`src/design/bdc_pkg.sv`:
```
// Purpose: Shared constants and types for the backlight dimming control block
// Assumes: 100 MHz core clock
// Notes:   Long cycle counts are top-level parameters; here they are defaults
package bdc_pkg;

  // ----------------------------------------------------------------
  // Clock and timing
  // ----------------------------------------------------------------
  localparam int unsigned CLK_MHZ          = 100;
  localparam int unsigned SS_STEP_US       = 341;
  localparam int unsigned SHUTDOWN_US      = 3500;
  localparam int unsigned ENTRY_DELAY_US   = 100;
  localparam int unsigned ENTRY_LOW_US     = 450;
  localparam int unsigned ENTRY_WINDOW_US  = 3500;
  localparam int unsigned SS_STEP_CYC      = SS_STEP_US * CLK_MHZ;
  localparam int unsigned SHUTDOWN_CYC     = SHUTDOWN_US * CLK_MHZ;
  localparam int unsigned ENTRY_DELAY_CYC  = ENTRY_DELAY_US * CLK_MHZ;
  localparam int unsigned ENTRY_LOW_CYC    = ENTRY_LOW_US * CLK_MHZ;
  localparam int unsigned ENTRY_WINDOW_CYC = ENTRY_WINDOW_US * CLK_MHZ;

  // ----------------------------------------------------------------
  // Soft start, levels and reference
  // ----------------------------------------------------------------
  localparam int unsigned     SS_STEPS    = 32;
  localparam int unsigned     LEVELS      = 32;
  localparam logic [7:0]      FULL_REF_MV = 8'h00_C8;
  localparam logic [4:0]      LEVEL_RESET = 5'h1F;
  localparam logic [1:0]      OW_ADDR     = 2'h0;
  localparam int unsigned     CNT_W       = 20;
  localparam int unsigned     SYNC_BITS   = 5;

  // ----------------------------------------------------------------
  // Types
  // ----------------------------------------------------------------
  typedef enum logic {BDC_MODE_PWM, BDC_MODE_ONE_WIRE} bdc_mode_t;

  typedef enum {BDC_ST_SHUT, BDC_ST_RAMP, BDC_ST_RUN, BDC_ST_HOLD, BDC_ST_OPEN_LATCH} bdc_state_t;

  typedef struct packed {
    logic uvlo;
    logic output_overvoltage_threshold;
    logic fb_low;
    logic otp;
  } bdc_fault_t;

  typedef struct packed {
    logic       ack_request_bit;
    logic [1:0] addr;
    logic [4:0] level;
  } bdc_ow_byte_t;

endpackage

```
`src/design/bdc_ctrl.sv`:
```
// Purpose: Enable, shutdown, soft start, fault handling and dimming mode control
// Assumes: Fault indications come from comparators; bytes come from a one-wire decoder
// Notes:   Reference output is a digital millivolt value before the analog filter
`timescale 1ns/1ps
module bdc_ctrl
  import bdc_pkg::*;
#(
  parameter int unsigned STEP_CYC   = SS_STEP_CYC,
  parameter int unsigned SD_CYC     = SHUTDOWN_CYC,
  parameter int unsigned DELAY_CYC  = ENTRY_DELAY_CYC,
  parameter int unsigned LOW_CYC    = ENTRY_LOW_CYC,
  parameter int unsigned WINDOW_CYC = ENTRY_WINDOW_CYC
) (
  // Clock and reset
  input  wire logic         core_clk_in,
  input  wire logic         reset_in,
  // Control pin and analog indications
  input  wire logic         ctrl_pin_in,
  input  wire bdc_fault_t   fault_in,
  // One-wire decoded bytes
  input  wire logic         ow_byte_valid_in,
  input  wire bdc_ow_byte_t ow_byte_in,
  // Power stage control
  output logic              switch_enable_out,
  output logic              ilim_half_out,
  output logic [7:0]        ref_mv_out,
  // Status
  output logic              shutdown_out,
  output bdc_mode_t         mode_out,
  output logic              open_latch_out,
  output logic              ow_ack_request_out,
  output logic [4:0]        level_out
);

  // ----------------------------------------------------------------
  // Synchronised inputs
  // ----------------------------------------------------------------
  logic [SYNC_BITS-1:0] raw_bits;
  logic [SYNC_BITS-1:0] sync_bits;
  logic                 pin_s;
  bdc_fault_t           fault_s;
  logic                 pin_prev_q;

  assign raw_bits = {ctrl_pin_in, fault_in};

  bdc_sync #(
    .WIDTH (SYNC_BITS)
  ) u_sync (
    .core_clk_in (core_clk_in),
    .reset_in    (reset_in),
    .async_in    (raw_bits),
    .sync_out    (sync_bits)
  );

  assign pin_s   = sync_bits[SYNC_BITS-1];
  assign fault_s = bdc_fault_t'(sync_bits[SYNC_BITS-2:0]);

  always_ff @(posedge core_clk_in or posedge reset_in) begin
    if (reset_in) begin
      pin_prev_q <= 1'b0;
    end else begin
      pin_prev_q <= pin_s;
    end
  end

  wire pin_rise = pin_s & ~pin_prev_q;

  // ----------------------------------------------------------------
  // Shutdown low-time detector
  // ----------------------------------------------------------------
  // Counter saturates so a pin parked low never wraps back to zero
  logic [CNT_W-1:0] low_cnt_q;
  logic [CNT_W-1:0] low_cnt_d;
  logic             low_long_q;

  wire low_sat = (low_cnt_q == CNT_W'(SD_CYC));
  assign low_cnt_d = (pin_s || pin_rise) ? '0 :
                     low_sat ? low_cnt_q : low_cnt_q + CNT_W'(1);

  always_ff @(posedge core_clk_in or posedge reset_in) begin
    if (reset_in) begin
      low_cnt_q  <= '0;
      low_long_q <= 1'b0;
    end else begin
      low_cnt_q  <= low_cnt_d;
      low_long_q <= ~pin_s & low_sat;
    end
  end

  // ----------------------------------------------------------------
  // Main state
  // ----------------------------------------------------------------
  bdc_state_t state_q;
  bdc_state_t state_d;

  wire hold_fault = fault_s.uvlo | fault_s.otp;
  wire open_fault = fault_s.output_overvoltage_threshold & fault_s.fb_low;
  wire enable_ev  = (state_q == BDC_ST_SHUT) & pin_rise;

  logic [CNT_W-1:0] step_cnt_q;
  logic [5:0]       ss_idx_q;
  wire              step_tick = (step_cnt_q == CNT_W'(STEP_CYC - 1));
  wire              ramp_done = (ss_idx_q == 6'(SS_STEPS)) & (state_q == BDC_ST_RAMP);

  always_comb begin
    state_d = state_q;
    case (state_q)
      BDC_ST_SHUT: begin
        if (enable_ev) begin
          state_d = hold_fault ? BDC_ST_HOLD : BDC_ST_RAMP;
        end
      end
      BDC_ST_RAMP, BDC_ST_RUN: begin
        if (low_long_q) begin
          state_d = BDC_ST_SHUT;
        end else if (open_fault) begin
          state_d = BDC_ST_OPEN_LATCH;
        end else if (hold_fault) begin
          state_d = BDC_ST_HOLD;
        end else if (ramp_done) begin
          state_d = BDC_ST_RUN;
        end
      end
      BDC_ST_HOLD: begin
        if (low_long_q) begin
          state_d = BDC_ST_SHUT;
        end else if (!hold_fault) begin
          state_d = BDC_ST_RAMP;
        end
      end
      BDC_ST_OPEN_LATCH: begin
        if (low_long_q) begin
          state_d = BDC_ST_SHUT;
        end
      end
      default: begin
        state_d = BDC_ST_SHUT;
      end
    endcase
  end

  always_ff @(posedge core_clk_in or posedge reset_in) begin
    if (reset_in) begin
      state_q <= BDC_ST_SHUT;
    end else begin
      state_q <= state_d;
    end
  end

  // ----------------------------------------------------------------
  // Soft-start ramp
  // ----------------------------------------------------------------
  wire ramp_start = (state_d == BDC_ST_RAMP) & (state_q != BDC_ST_RAMP);
  wire in_ramp    = (state_q == BDC_ST_RAMP);

  always_ff @(posedge core_clk_in or posedge reset_in) begin
    if (reset_in) begin
      step_cnt_q <= '0;
      ss_idx_q   <= '0;
    end else if (ramp_start || !in_ramp) begin
      step_cnt_q <= '0;
      ss_idx_q   <= in_ramp ? ss_idx_q : '0;
    end else if (step_tick) begin
      step_cnt_q <= '0;
      ss_idx_q   <= ss_idx_q + 6'd1;
    end else begin
      step_cnt_q <= step_cnt_q + CNT_W'(1);
    end
  end

  // ----------------------------------------------------------------
  // Dimming mode detection
  // ----------------------------------------------------------------
  // Low must begin after the entry delay; lows that straddle it are
  // counted from the delay point, which only shortens what is seen
  logic [CNT_W-1:0] win_cnt_q;
  logic [CNT_W-1:0] det_cnt_q;
  logic             win_open_q;
  bdc_mode_t        mode_q;

  wire delay_done  = (win_cnt_q >= CNT_W'(DELAY_CYC));
  wire win_expired = (win_cnt_q >= CNT_W'(WINDOW_CYC));
  wire det_hit     = win_open_q & ~win_expired & (det_cnt_q == CNT_W'(LOW_CYC));
  wire powered     = (state_q == BDC_ST_RAMP) | (state_q == BDC_ST_RUN) | (state_q == BDC_ST_HOLD);

  always_ff @(posedge core_clk_in or posedge reset_in) begin
    if (reset_in) begin
      win_cnt_q  <= '0;
      win_open_q <= 1'b0;
    end else if (enable_ev) begin
      win_cnt_q  <= '0;
      win_open_q <= 1'b1;
    end else if (!powered || win_expired || mode_q == BDC_MODE_ONE_WIRE) begin
      win_open_q <= 1'b0;
    end else begin
      win_cnt_q  <= win_cnt_q + CNT_W'(1);
    end
  end

  always_ff @(posedge core_clk_in or posedge reset_in) begin
    if (reset_in) begin
      det_cnt_q <= '0;
    end else if (pin_s || !delay_done || !win_open_q) begin
      det_cnt_q <= '0;
    end else if (det_cnt_q != CNT_W'(LOW_CYC)) begin
      det_cnt_q <= det_cnt_q + CNT_W'(1);
    end
  end

  always_ff @(posedge core_clk_in or posedge reset_in) begin
    if (reset_in) begin
      mode_q <= BDC_MODE_PWM;
    end else if (enable_ev) begin
      mode_q <= BDC_MODE_PWM;
    end else if (det_hit) begin
      mode_q <= BDC_MODE_ONE_WIRE;
    end
  end

  // ----------------------------------------------------------------
  // Stored level and one-wire bytes
  // ----------------------------------------------------------------
  logic [4:0] level_q;
  logic       ack_q;

  wire ow_take = ow_byte_valid_in & powered & (mode_q == BDC_MODE_ONE_WIRE)
               & (ow_byte_in.addr == OW_ADDR);

  always_ff @(posedge core_clk_in or posedge reset_in) begin
    if (reset_in) begin
      level_q <= LEVEL_RESET;
      ack_q   <= 1'b0;
    end else begin
      level_q <= ow_take ? ow_byte_in.level : level_q;
      ack_q   <= ow_take & ow_byte_in.ack_request_bit;
    end
  end

  // ----------------------------------------------------------------
  // Reference selection and chopping
  // ----------------------------------------------------------------
  // Chopping follows the pin each cycle, so 1 percent of a 50 us
  // period still spans fifty clocks and is not lost
  logic [7:0]  lut_mv;
  logic [7:0]  target_mv;
  logic [13:0] scaled;
  logic [7:0]  ref_d;

  bdc_level_lut u_lut (
    .level_in   (level_q),
    .ref_mv_out (lut_mv)
  );

  assign target_mv = (mode_q == BDC_MODE_ONE_WIRE) ? lut_mv :
                     (pin_s ? FULL_REF_MV : 8'h00_00);
  assign scaled    = 14'(target_mv) * 14'(ss_idx_q);
  assign ref_d     = !(state_q inside {BDC_ST_RAMP, BDC_ST_RUN}) ? 8'h00_00 :
                     in_ramp ? scaled[12:5] : target_mv;

  // ----------------------------------------------------------------
  // Registered outputs
  // ----------------------------------------------------------------
  always_ff @(posedge core_clk_in or posedge reset_in) begin
    if (reset_in) begin
      switch_enable_out <= 1'b0;
      ilim_half_out     <= 1'b0;
      ref_mv_out        <= 8'h00_00;
      shutdown_out      <= 1'b1;
      mode_out          <= BDC_MODE_PWM;
      open_latch_out    <= 1'b0;
      ow_ack_request_out <= 1'b0;
      level_out         <= LEVEL_RESET;
    end else begin
      switch_enable_out <= state_q inside {BDC_ST_RAMP, BDC_ST_RUN};
      ilim_half_out     <= in_ramp;
      ref_mv_out        <= ref_d;
      shutdown_out      <= (state_q == BDC_ST_SHUT);
      mode_out          <= mode_q;
      open_latch_out    <= (state_q == BDC_ST_OPEN_LATCH);
      ow_ack_request_out <= ack_q;
      level_out         <= level_q;
    end
  end

endmodule

```
`src/design/bdc_sync.sv`:
```
// Purpose: Two-flop synchroniser for a group of asynchronous levels
// Assumes: Inputs change slowly relative to the core clock
// Notes:   The first stage is read only by the second stage
`timescale 1ns/1ps
module bdc_sync
  import bdc_pkg::*;
#(
  parameter int unsigned WIDTH = SYNC_BITS
) (
  // Clock and reset
  input  wire logic             core_clk_in,
  input  wire logic             reset_in,
  // Levels
  input  wire logic [WIDTH-1:0] async_in,
  output logic      [WIDTH-1:0] sync_out
);

  logic [WIDTH-1:0] meta_q;

  // ----------------------------------------------------------------
  // One synchroniser per bit
  // ----------------------------------------------------------------
  for (genvar i = 0; i < WIDTH; i++) begin : g_bit
    always_ff @(posedge core_clk_in or posedge reset_in) begin
      if (reset_in) begin
        meta_q[i]   <= 1'b0;
        sync_out[i] <= 1'b0;
      end else begin
        meta_q[i]   <= async_in[i];
        sync_out[i] <= meta_q[i];
      end
    end
  end

endmodule

```
`src/design/bdc_level_lut.sv`:
```
// Purpose: Brightness code to reference millivolts
// Assumes: Code 31 is full scale
// Notes:   Pure combinational table
`timescale 1ns/1ps
module bdc_level_lut
  import bdc_pkg::*;
(
  // Lookup
  input  wire logic [4:0] level_in,
  output logic      [7:0] ref_mv_out
);

  // ----------------------------------------------------------------
  // Pseudo-logarithmic table, step grows with level above code 1
  // ----------------------------------------------------------------
  localparam logic [7:0] TABLE [LEVELS] = '{
    8'h00_00, 8'h00_05, 8'h00_08, 8'h00_0B, 8'h00_0E, 8'h00_11, 8'h00_14, 8'h00_17,
    8'h00_1A, 8'h00_1D, 8'h00_20, 8'h00_23, 8'h00_26, 8'h00_2C, 8'h00_32, 8'h00_38,
    8'h00_3E, 8'h00_44, 8'h00_4A, 8'h00_50, 8'h00_56, 8'h00_5C, 8'h00_62, 8'h00_68,
    8'h00_74, 8'h00_80, 8'h00_8C, 8'h00_98, 8'h00_A4, 8'h00_B0, 8'h00_BC, 8'h00_C8
  };

  assign ref_mv_out = TABLE[level_in];

endmodule

```
`config.mk`:
```
export PLATFORM = sky130hd
export DESIGN_NAME = bdc_ctrl
export DESIGN_NICKNAME = d
export VERILOG_FILES = /design/src/design/bdc_pkg.sv /design/src/design/bdc_ctrl.sv /design/src/design/bdc_sync.sv /design/src/design/bdc_level_lut.sv
export SDC_FILE = /design/constraint.sdc
export NUM_CORES = 1
export LEC_CHECK = 0
export BUFFER_PORTS_ARGS = -buffer_cell sky130_fd_sc_hd__buf_2
export CORE_MARGIN = 2
export CORE_UTILIZATION = 50
export CTS_BUF_LIST = sky130_fd_sc_hd__clkbuf_8
export DETAILED_ROUTE_END_ITERATION = 8
export PLACE_DENSITY = 0.69
export REMOVE_ABC_BUFFERS = 1
export SLEW_MARGIN = 20
export SYNTH_ARGS = -nofsm -noshare
export SYNTH_HDL_FRONTEND = slang
export SYNTH_SLANG_ARGS = --single-unit
export TNS_END_PERCENT = 50
```
`constraint.sdc`:
```
create_clock -name core_clk_in -period 4.64 [get_ports core_clk_in]
set_clock_uncertainty 0.1 [all_clocks]
set_input_delay 0.464 -clock core_clk_in [delete_from_list [all_inputs] [get_ports core_clk_in]]
set_output_delay 0.464 -clock core_clk_in [all_outputs]
set_load 0.005 [all_outputs]
```
# == Yosys cells after proc, flatten, opt, wreduce, memory -nomap -nowiden ==
# Memory sizes are Yosys's and may differ from the RTL's.
# Cells that the tools add are included.
# word_totals
regBits,157
romBits,256
input_bits,16
word_cells,128
n_memories,1
# memory_table
name,depth,width,read_ports,rd_clocked_by_memory_dff,wr,line,text
(name not given),32,8,1,0,0,bdc_level_lut.sv:23,assign ref_mv_out = TABLE[level_in];
# classes
add_sub_neg,5
mul,1
magnitude_cmp,3
eq_ne,18
mux,31
bitwise,19
reduce_logical,20
# ops
operator,count
$mux 32,8
$mux 20,8
$eq 32x2->1 const B,4
$pmux 32 s4,1
$eq 32x3->1 const B,3
$add 20x1->20 const B,4
$logic_not 32->1,2
$mux 8,6
$eq 20x16->1 const B,2
$eq 32x1->1 const B,1
$eq 32x4->1 const B,1
$ne 32x2->1 const B,1
$eq 20x19->1 const B,1
$ge 20x14->1 const B,1
$ge 20x19->1 const B,1
$ne 20x16->1 const B,1
$mux 6,3
$mul 8x6->13,1
$and 1x1->1,12
$reduce_bool 2->1,5
$add 6x1->6 const B,1
$eq 6x6->1 const B,1
$ge 6x6->1 const B,1
$logic_or 1x1->1,6
11 further kinds,22

# == Longest topological paths before layout ==
# logic_depth
depth_word,12
depth_mapped,22
depth_no_buf,22

# == By module ==
# Synthesis repeated with hierarchy kept, for this count alone.
# hier_totals
hier_cells,845
area_unflattened_um2,8474.4
# by_module_without_submodules
mod,instances,cells_per_inst,area_per_inst_um2,seq_area_each_um2
bdc_ctrl,1,781,7823.8,3692.3
bdc_level_lut,1,53,396.6,0.0
bdc_sync,1,11,254.0,250.2

# == Least setup slack after synthesis ==
# Ideal clock, no wire load.
# synth_timing
path_type,reg2reg
from,register level_q[0]
to,register ref_mv_out[6]
arrival_time_ns,4.900
required_ns,4.446
path_slack_ns,-0.454
stages_incl_launch_ff,21
n_path_buf,0
path_cell_list,dfstp_2 inv_1 ha_1 nor2b_1 a211oi_1 nor3_1 a31oi_1 nor2_1 and2_1 fa_1 fa_1 inv_1 fa_1 inv_1 ha_1 o21ai_0 or3_1 o21ai_1 a21oi_1 xor2_1 a211oi_1
# synth_via
elab_chain_cells,8
# synth_rtl
element,line,text
from (decl),bdc_ctrl.sv:223,logic [4:0] level_q;
from (signal assigned),bdc_ctrl.sv:234,level_q <= ow_take ? ow_byte_in.level : level_q;
$not 5->6 (implied by the code) (*),bdc_level_lut.sv:23,
$mem_v2 32x8 (*),-,
$mux 8 (implied by the code) (*) (2 in a row),bdc_level_lut.sv:23,
$mux 8 (*),bdc_ctrl.sv:254,assign target_mv = (mode_q == BDC_MODE_ONE_WIRE) ? lut_mv :
$mul 8x6->13,bdc_ctrl.sv:256,assign scaled = 14'(target_mv) * 14'(ss_idx_q);
$mux 8 (*),bdc_ctrl.sv:258,in_ramp ? scaled[12:5] : target_mv;
$mux 8 (*),bdc_ctrl.sv:257,"assign ref_d = !(state_q inside {BDC_ST_RAMP, BDC_ST_RUN}) ? 8'h00_00 :"
net ref_d[6],bdc_ctrl.sv:247,logic [7:0] ref_d;
to (signal assigned),bdc_ctrl.sv:276,ref_mv_out <= ref_d;
to (decl),bdc_ctrl.sv:26,"output logic [7:0] ref_mv_out,"
# The timed path passes the listed nets; every way through them passes the cells marked *. The select of a mux whose other input is x is not followed.
# A chain may end at the register's enable or synchronous reset.

# == Final worst setup path ==
# layout_timing
from,register level_q[1]
to,register ref_mv_out[6]
# The elaborated chain is that of the path after synthesis.

==> results.yml <==
pwr:
  peakVddDrop_mv: 0.173
  p_leak_nw: 4.51
  clock_power_share_pct: 40.0
  p_comb_share_pct: 2.5
  p_sw_share_pct: 23.8
  power.total_w: 0.00243
  p_sw_w: 0.000578
  sequentialPowerShare_pct: 57.5
  powerDensity_nw_per_um2: 243
  p_int_w: 0.00185
global_route:
  grt_pass1_wl_um: 28600
  grt_antenna_before_repair: 0
  grt_overflow: 0
  grt_pass1_vias: 6000
  grt.total_usage_pct: 20.0
  grt_max_degree: 104
clock_network:
  cts_buffers: 17
  tritoncts: "done"
  insertion_delay_ps: 450
  root_buffer: "clkbuf_8"
  cts_max_level: 4
  cts.sinks: 157
  clk_pin_slew_ps: 90
  cts_buffer_depth: 2
synthesis:
  synth_compound_area_share_pct: 6.86
  ys_seq_elements: 157
  synthDominantCellAreaShare_pct: 44.0
  yosys.cell_count.top_type: "dfrtp_1"
  synthAdderAreaFrac_pct: 10.8
  synth_edf_count: 0
  synth_top_family_by_area: "simple AND/OR/NAND/NOR gates"
  yosys.area.top_type: "dfrtp_1"
  ys_top_cells_by_area: "dfrtp_1, fa_1, ha_1"
  async_flop_share_pct: 100
  synthTopCellsByCount: "dfrtp_1, nor2_1, inv_1"
  synth_xor_area_share_pct: 7.60
  ys_types: 60
  synth_mux_area_share_pct: 1.76
  synthesis.area_um2: 8300
  ys_seq_area_share_pct: 47.5
  synth-simple-area-share_pct: 21.4
  synth_warnings: 0
  synth_flop_cell: "dfrtp_1"
  synthCells: 823
  avgSynthCellArea_um2: 10.1
route:
  drt.antenna.violating_nets: 0
  drtPass1Iterations: 4
  drc_errors: 0
  via_per_inst: 5.16
  vias: 6116
  post_drt_wl_per_cell_um: 14.1
  wirelength_um: 16700
  drtIter0Drc: 391
setup_path:
  r2r-end: "ref_mv_out[6]"
  rr_worst_depth: 19
  required_ps: 4890
  worst-path-max-fanout: 5
  end_kind: "register"
  r2r-start: "level_q[1]"
  start_kind: "register"
  worstSetupPathType: "register to register"
  reg2reg_slack_ps: -200
  crit_arrival_ps: 5100
floorplanning:
  dieArea_um2: 17600
  die_h_um: 133
  initial_core_util_pct: 50.6
  die_x_um: 133
  ios: 35
  num_rows: 47
  design.core.area_um2: 16400
timing:
  fin_crit_sh_pct: 104
  hold_viol: 0
  tightest_slew_ps: 888
  relSlewSlack_pct: 40.8
  layout_min_cycle_time_ps: 4840
  maxSlewViolCount: 0
  grt_setup_unrepaired: "true"
  setup_slack_ps: -205
  maxClockFrequency_ghz: 0.206
  finalSetupViolCount: 7
placement:
  gp_congestion: 0.906
  dpl.hpwl_um: 11500
  dpl.cell_count: 1138
  portBuffers: 34
finish:
  fin_nets: 1026
  drive_gt1_share_pct: 22.2
  fill_cells: 1352
  area_growth_pct: 20.4
  post-route-util_pct: 60.9
  instances_no_fill: 1185
  n_antenna_cell: 0
min_path:
  worstHoldPathType: "input pin to register"
  hold_depth: 1
  hp-start: "fault_in[2]"
  hold_end: "u_sync.meta_q[2]"
run:
  maxCapViolations: 0
outcome:
  violations: "setup timing"
  outcome: "finished, violations left"
-- worst max-delay path by stage --
stage	startpoint	endpoint	slack, ps	cells after the start
6_report	level_q[1]	ref_mv_out[6]	-200	19
5_1_grt	level_q[1]	ref_mv_out[3]	-420	21
4_1_cts	level_q[0]	ref_mv_out[3]	-200	21
3_5_place_dp	level_q[0]	ref_mv_out[7]	-510	20
3_3_place_gp	level_q[0]	ref_mv_out[7]	-410	19
2_1_floorplan	level_q[0]	ref_mv_out[6]	-460	20
-- repair_timing --
action,4_1_cts,5_1_grt
setup buffers,7,6
gates resized for setup,47,16
setup endpoints to repair,8,8
pin swaps,34,31
hold buffers,3,0
hold endpoints to repair,3,0
-- layout make-up --
cell class | count | area, um^2 | area share [%]
multi-input combinational | 606 | 4400 | 44.1
sequential | 157 | 3940 | 39.5
timing repair buffer | 104 | 727 | 7.28
tap | 220 | 275 | 2.76
inverter | 66 | 255 | 2.56
clock buffer | 18 | 248 | 2.48
clock inverter | 14 | 138 | 1.38
-- logic make-up after synthesis --
family	count (synthesis)
and+or+nand+nor	342
DFF	157
AOI/OAI and AO/OA	91
buffers and inverters	88
xor gates and xnor gates	72
adders and majority gates	58
muxes	14
other	1
-- cell usage in the layout (no fill, tap or decap), drive strengths merged, types with 4 or more instances in the layout --
master,count
or3,13
dfstp,11
mux2i,9
nor2b,4
nand2,63
or4,4
nor4,12
a31oi,4
and3,19
o21ai,22
clkbuf,18
nor3,18
and4,9
nand3,33
buf,101
nand2b,4
xor2,40
nand4,15
mux2,5
ha,35
nor4b,6
xnor2,32
clkinvlp,5
conb,29
a211oi,8
fa,23
a21oi,35
dfrtp,146
nor2,103
and2,26
inv,68
clkinv,6
-- stage by stage --
stage               TNS (ps)  instance area [um^2]  setup WS (ps)  hold slack (ps)
detailed placement     -2870                  9200           -512              236
CTS                    -1030                  9860           -196             8.24
global placement       -2420                  9200           -415              233
floorplan             -22140                  8320           -456              231
global route           -2620                  9990           -420             1.23
finish                 -1100                  9990           -205             40.5
-- sequential cells by signal, indices dropped and copies added (netlist names), 5 cells and up --
register,cells
win_cnt_q,20
ref_mv_out,8
low_cnt_q,20
level_q,5
u_sync.meta_q,5
ss_idx_q,6
level_out,5
u_sync.sync_out,5
state_q,32
step_cnt_q,20
det_cnt_q,20
-- worst max-delay path: stages, from the launching register on --
cell      delay [ps]
dfstp_2          560
inv_4             50
ha_1             260
inv_1             40
a221oi_2         270
nor3_1            70
buf_4            160
and2_1           170
fa_1             510
fa_1             540
inv_1             50
fa_1             510
inv_2             50
ha_4             260
o21ai_2           60
or3_4            420
o21ai_4          200
a21oi_2           90
xor2_1           160
a211oi_2         210
-- per-layer routing --
| metal | up-vias | share of wire [%] | GRT usage [%] |
|---|---|---|---|
| li1 | 3013 | - | - |
| met2 | 88 | 47 | 31.6 |
| met1 | 3002 | 49 | 28.4 |
| met5 | - | 0 | 0 |
| met4 | 0 | 0.96 | 5.50 |
| met3 | 13 | 2.7 | 3.95 |
-- power groups by stage --
stage	logic (W)	registers [W]	clock network, W
floorplan	0.0000333	0.00142	0
global placement	0.0000585	0.00142	0
detailed placement	0.0000588	0.00142	0
CTS	0.0000621	0.00140	0.00101
global route	0.0000721	0.00140	0.00106
finish	0.0000612	0.00140	0.000973
Note: power is estimated with default switching activity, not from simulation.
